==> src/inc/pls_pkg.sv <==
package pls_pkg;
  localparam int STAGE_CNT = 8;
  typedef logic [STAGE_CNT-1:0] pls_stage_vec_t;
  // Idle level that the edge detectors assume after reset
  localparam logic PREV_RST_VAL = 1'b0;
  localparam int FIRST_STAGE = 0;
endpackage : pls_pkg

==> src/inc/pls_ctl_if.sv <==
interface pls_ctl_if;
  logic shift_pulse;
  logic ser_clk_now;
  logic inhibit_now;
  modport qual (output shift_pulse, output ser_clk_now, output inhibit_now);
  modport core (input shift_pulse, input ser_clk_now, input inhibit_now);
endinterface : pls_ctl_if

==> src/design/pls_clk_qual.sv <==
module pls_clk_qual (
  input wire logic sys_clk,
  input wire logic rst,
  input wire logic ser_clk,
  input wire logic clock_inhibit,
  pls_ctl_if.qual ctl
);
  import pls_pkg::*;

  logic prev_clk_r;
  logic prev_inh_r;

  always_ff @(posedge sys_clk) begin
    if (rst) begin
      prev_clk_r <= PREV_RST_VAL;
      prev_inh_r <= PREV_RST_VAL;
    end else begin
      prev_clk_r <= ser_clk;
      prev_inh_r <= clock_inhibit;
    end
  end

  always_comb begin
    ctl.ser_clk_now = ser_clk;
    ctl.inhibit_now = clock_inhibit;
    ctl.shift_pulse = (ser_clk && !prev_clk_r && !clock_inhibit) ||
                      (clock_inhibit && !prev_inh_r && !ser_clk);
  end
endmodule : pls_clk_qual

==> src/design/pls_shift_top.sv <==
// Notes on behaviour
// - Load low copies parallel inputs into stages.
// - Load acts without waiting for clock edges.
// - During load, output shows last parallel input.
// - Load high, no clock: stages hold.
// - Qualified rising edge takes serial input first.
// - Stages move toward output; last drops.
// - Outputs show last stage and complement.
// - Inhibit high ignores clock pulses.
// - Clock and inhibit are interchangeable edges.
// - Load overrides clocking; high levels hold.
// - Stages have no defined power-up value.
module pls_shift_top #(
  parameter int N = pls_pkg::STAGE_CNT
) (
  input wire logic sys_clk,
  input wire logic rst,
  input wire logic shift_load_n,
  input wire logic ser_clk,
  input wire logic clock_inhibit,
  input wire logic ser_in,
  input wire logic [N-1:0] par_in,
  output logic q,
  output logic q_n
);
  import pls_pkg::*;

  logic [N-1:0] stage_r;
  logic [N-1:0] stage_nxt;
  logic [N-1:0] shifted;
  logic stages_known_r;

  pls_ctl_if ctl_bus ();

  pls_clk_qual u_qual (
    .sys_clk(sys_clk),
    .rst(rst),
    .ser_clk(ser_clk),
    .clock_inhibit(clock_inhibit),
    .ctl(ctl_bus)
  );

  genvar i;
  generate
    for (i = 0; i < N; i++) begin : g_stage
      if (i == FIRST_STAGE) begin : g_first
        assign shifted[i] = ser_in;
      end else begin : g_rest
        assign shifted[i] = stage_r[i-1];
      end
    end
  endgenerate

  always_comb begin
    if (!shift_load_n) begin
      stage_nxt = par_in;
    end else if (ctl_bus.shift_pulse) begin
      stage_nxt = shifted;
    end else begin
      stage_nxt = stage_r;
    end
  end

  always_ff @(posedge sys_clk) begin
    stage_r <= stage_nxt;
  end

  // Output flops fed from the next value so they track stage_r without a lag
  // last stage and complement
  always_ff @(posedge sys_clk) begin
    q <= stage_nxt[N-1];
    q_n <= ~stage_nxt[N-1];
  end

  // Checker aid only: stages are unknown until a load, so stage checks wait for one.
  // A load in the same cycle as reset still counts, since reset leaves the stages alone.
  always_ff @(posedge sys_clk) begin
    if (!shift_load_n) begin
      stages_known_r <= 1'b1;
    end else if (rst) begin
      stages_known_r <= 1'b0;
    end
  end
endmodule : pls_shift_top

==> config.mk <==
export PLATFORM = sky130hd
export DESIGN_NAME = pls_shift_top
export DESIGN_NICKNAME = d
export VERILOG_FILES = /design/src/inc/pls_pkg.sv /design/src/inc/pls_ctl_if.sv /design/src/design/pls_clk_qual.sv /design/src/design/pls_shift_top.sv
export SDC_FILE = /design/constraint.sdc
export NUM_CORES = 1
export LEC_CHECK = 0
export BUFFER_PORTS_ARGS = -buffer_cell sky130_fd_sc_hd__buf_2
export CAP_MARGIN = 10
export CORE_AREA = 2 2 39 41
export DETAILED_ROUTE_END_ITERATION = 10
export DIE_AREA = 0 0 41 43
export GPL_TIMING_DRIVEN = 0
export PLACE_DENSITY = 0.75
export SLEW_MARGIN = 20
export SYNTH_ARGS = -nofsm -noshare
export SYNTH_HDL_FRONTEND = slang
export SYNTH_SLANG_ARGS = --single-unit
==> constraint.sdc <==
create_clock -name sys_clk -period 1.3 [get_ports sys_clk]
set_input_delay 0.26 -clock sys_clk [delete_from_list [all_inputs] [get_ports sys_clk]]
set_output_delay 0.26 -clock sys_clk [all_outputs]
set_load 0.05 [all_outputs]
# Word level (Yosys, flattened, before mapping)
# Index checks and enable logic that the tools add are counted.
[classes] n_eq_ne=1 mux=2 bitwise=1 n_reduce_logical=9
[ops] operator="$mux 8" n=2
[ops] operator="$logic_and 1x1->1" n=4
[ops] operator="$logic_not 1->1" n=4
[ops] operator="$ne 2x1->1 const B" n=1
[ops] operator="$logic_or 1x1->1" n=1
[ops] operator="$not 1->1" n=1
[word_totals] ff_bits=11 inputBits=14 elab_cells=18

# Logic depth before layout (Yosys ltp)
[logic_depth] ltp_word=7 mapped_depth=4 depth_no_buf=3

# By module
# Synthesis repeated with hierarchy kept, for this count alone.
[hier_totals] cells_unflattened=33 area_unflattened_um2=461.7
[by_module_without_submodules] module="pls_shift_top" n_inst=1 cells_each=24 area_each_um2=370.4 seq_area_each_um2=250.2
[by_module_without_submodules] module="pls_clk_qual" n_inst=1 cells_each=9 area_each_um2=91.3 seq_area_each_um2=40.0

# Worst setup path after synthesis
# Ideal clock, no wire load.
[synth_path] path_type="register to register" startpoint="register u_qual.prev_clk_r" endpoint="register stage_r[0] (enable)" setup_ps=323 arrival_ps=880 t_required_ps=977 path_slack_ps=97 stages_incl_launch_ff=5 path_buffers=1 synth_period_minus_slack_ps=1203 cell_sequence="dfxtp_1 nor3b_2 nor2_1 buf_6 nand2_1"
[synth_via] elab_chain_cells=5
[synth_rtl] element="start: declaration" line="pls_clk_qual.sv:10" text="logic prev_clk_r;"
[synth_rtl] element="start signal: assignment" line="pls_clk_qual.sv:18" text="prev_clk_r <= ser_clk;"
[synth_rtl] element="$logic_not 1->1" line="pls_clk_qual.sv:26" text="ctl.shift_pulse = (ser_clk && !prev_clk_r && !clock_inhibit) ||"
[synth_rtl] element="$logic_and 1x1->1 (2 in a row)" line="pls_clk_qual.sv:26"
[synth_rtl] element="$logic_or 1x1->1" line="pls_clk_qual.sv:26"
[synth_rtl] element="$ne 2x1->1 (no line)"
[synth_rtl] element="end signal: assignment" line="pls_shift_top.sv:65" text="stage_r <= stage_nxt;"
[synth_rtl] element="end: declaration" line="pls_shift_top.sv:28" text="logic [N-1:0] stage_r;"
# Every way passes these cells.
# A chain may end at the register's enable or synchronous reset.

# Worst setup path after layout
# Ends and elaborated chain as after synthesis.

==> flow_summary.toml <==
[status]
status = "finished, final reports clean"

[placement]
io_buffers = 15
place_inst = 79
routabilityCongestion = 0.698
postPlaceCellArea_um2 = 647
dp.final_hpwl_um = 778

[grt]
grt_pass1_wl_mm = 1.66
grt_max_degree = 11
antenna_found_initial = 0
grt_pass1_vias = 409
grt_overflow_total = 0
grt_usage = 0.146

[final_layout]
final_util = 0.492
layoutNonFillerInstCount = 83
final_nets = 82
antenna_cells = 0
layout-area-overhead-vs-synth_pct = 23.4
drive_above_1_share = 0.478
stdcell_area_um2 = 681

[worst_setup_path]
critPathCaptureType = "register"
slowest_stage = "dfxtp_1"
cp.arrival_ns = 1.16
cp_cell_sequence = "nor3b_2 -> nor2_1 -> buf_6 -> nand2_4"
cp.required_ns = 1.27
slowest_delay_ns = 0.31
path_class = "reg -> reg"
start_kind = "register"
worst-path-max-fanout = 10

[pwr]
switching_share = 0.255
power.leakage_nw = 0.306
p_sw_mw = 0.204
p_seq_frac = 0.530
powerDensity_nw_per_um2 = 1170
clock_power_share = 0.279
peakVddDrop_mv = 0.657
power.internal_mw = 0.595
p_comb_frac = 0.190

[route]
ant_nets = 0
wl_met2_um = 511
drt-met1-wl_um = 434
remaining_drc_errors = 0
wl_mm = 1.00
firstDrtPassIters = 4
top_layer_used = "met4"
wl_met3_um = 34
via_count = 386
viasPerCell = 4.65
dr.first_iter.drc_count = 6
wl_per_cell_um = 12.1

[die]
start_util = 0.399
coreArea_um2 = 1380
die_h_um = 43
die_w_um = 41
rows = 14
dieArea_um2 = 1760
io_pins = 16

[yosys]
ys_ff_latch = 11
synth_nets = 62
syn_area_um2 = 552
syn_inst = 48
synth-seq-area-share = 0.544
ys_types = 12
synthTopCellsByArea = "edfxtp_1 44%, o22ai_2 18%, dfxtp_1 11%"
synth.largest_area_cell = "edfxtp_1"
yosysWarnings = 0
avgSynthCellArea_um2 = 11.5
netlist.area_leader.share = 0.435

[sta]
fmax_mhz = 838
fin_crit_sh = 0.918
finalMaxSlewViolations = 0
tns_ns = 0
whs_ns = 0.167
timing_hold_violations_final = 0
skew_ns = 0.00557
tightest_slew_ns = 0.279
min_period_ns = 1.19
slew-limit-headroom = 0.814
setup_viol = 0
rsz0062_at_grt = "false"

[cts]
clock_latency_ns = 0.26
clock_sinks = 11
clkTransAtPathRegs_ns = 0.06
cts-root-buf = "clkbuf_4"
cts_tree = "built"
htreeDepth = 1
cts_max_path_buffers = 2
post_cts_buffers = 0
cts_buffers = 3

[flow_run]
maxCapViolations = 0

[worst_hold_path]
min_path_type = "in -> reg"
==> sequential cells by signal, indices dropped and copies added (netlist names), named ones only <==
name and flops:
u_qual.prev_clk_r 1, q_n 1, u_qual.prev_inh_r 1, stage_r 7
==> worst max-delay path: cells and delay by family, from the launching register on <==
kind,cells,cell delay [ns]
simple gates,3,0.43
flops,1,0.31
buf+inv,1,0.16
==> per-stage QoR <==
stage                     power (mW)  setup WS, ns
after CTS                      0.809        0.0303
after global placement         0.576        -0.120
after floorplan                0.537        0.0968
after global routing           0.848        0.0148
after detailed placement       0.583        -0.140
final                          0.799         0.107
==> cell type report <==
type	instances	area, um2
inverter	8	30.0
timing repair buffer	15	75.1
sequential	11	300
fill	144	703
tap	16	20.0
multi-input combinational	26	208
clock buffer	4	26.3
buffer	3	21.3
==> per-layer routing <==
layer,vias up,GRT usage
met5,-,0
met4,0,0.100
met1,172,0.161
li1,203,-
met3,2,0.0314
met2,9,0.234
==> path summary, 6_finish.rpt <==
kind | slack [ns] | cells past startpoint | to | start
max | 0.11 | 4 | stage_r[0] | u_qual.prev_clk_r
min | 0.17 | 2 | u_qual.prev_inh_r | rst
max reg2reg | 0.11 | 4 | stage_r[0] | u_qual.prev_clk_r
min reg2reg | 0.58 | 2 | stage_r[3] | stage_r[2]
==> cells by family after synthesis <==
group                  count (synthesis)  synth area share
AOI/OAI and AO/OA                     10             0.213
DFF                                   11             0.544
and+or+nand+nor                       16             0.150
buffers and inverters                 11            0.0930
==> power by group through the flow <==
stage          clock network, mW  registers [mW]  logic (mW)
2_1_floorplan                  0           0.453      0.0835
3_3_place_gp                   0           0.430       0.145
3_5_place_dp                   0           0.433       0.150
4_1_cts                    0.231           0.424       0.153
5_1_grt                    0.254           0.427       0.167
6_report                   0.223           0.424       0.152
==> repair_timing <==
action	4_1_cts	5_1_grt
gates resized for setup	1	1
setup endpoints to repair	7	7
hold buffers	0	0
endpoints found under the hold margin	0	0
pin swaps	0	0
==> layout by cell type (no fill, tap or decap) <==
| cell type | synthesis | final |
|---|---|---|
| edfxtp_1 | 8 | 8 |
| buf_2 | 2 | 17 |
| buf_6 | 1 | 1 |
| inv_1 | 8 | 8 |
| nor3b_2 | 2 | 2 |
| nand2_4 | 0 | 1 |
| clkbuf_1 | 0 | 1 |
| nor2_1 | 1 | 1 |
| nor2b_1 | 2 | 2 |
| o32a_1 | 1 | 1 |
| o21a_1 | 1 | 1 |
| clkbuf_4 | 0 | 3 |
| nand2_1 | 11 | 10 |
| dfxtp_1 | 3 | 3 |
| o22ai_2 | 8 | 8 |
==> cells in the mapped netlist, drive strengths merged <==
cell / n
buf: 3
inv: 8
edfxtp: 8
o22ai: 8
nor3b: 2
nor2b: 2
nor2: 1
o21a: 1
o32a: 1
dfxtp: 3
nand2: 11
No activity file was read; power rests on OpenSTA's default activity.
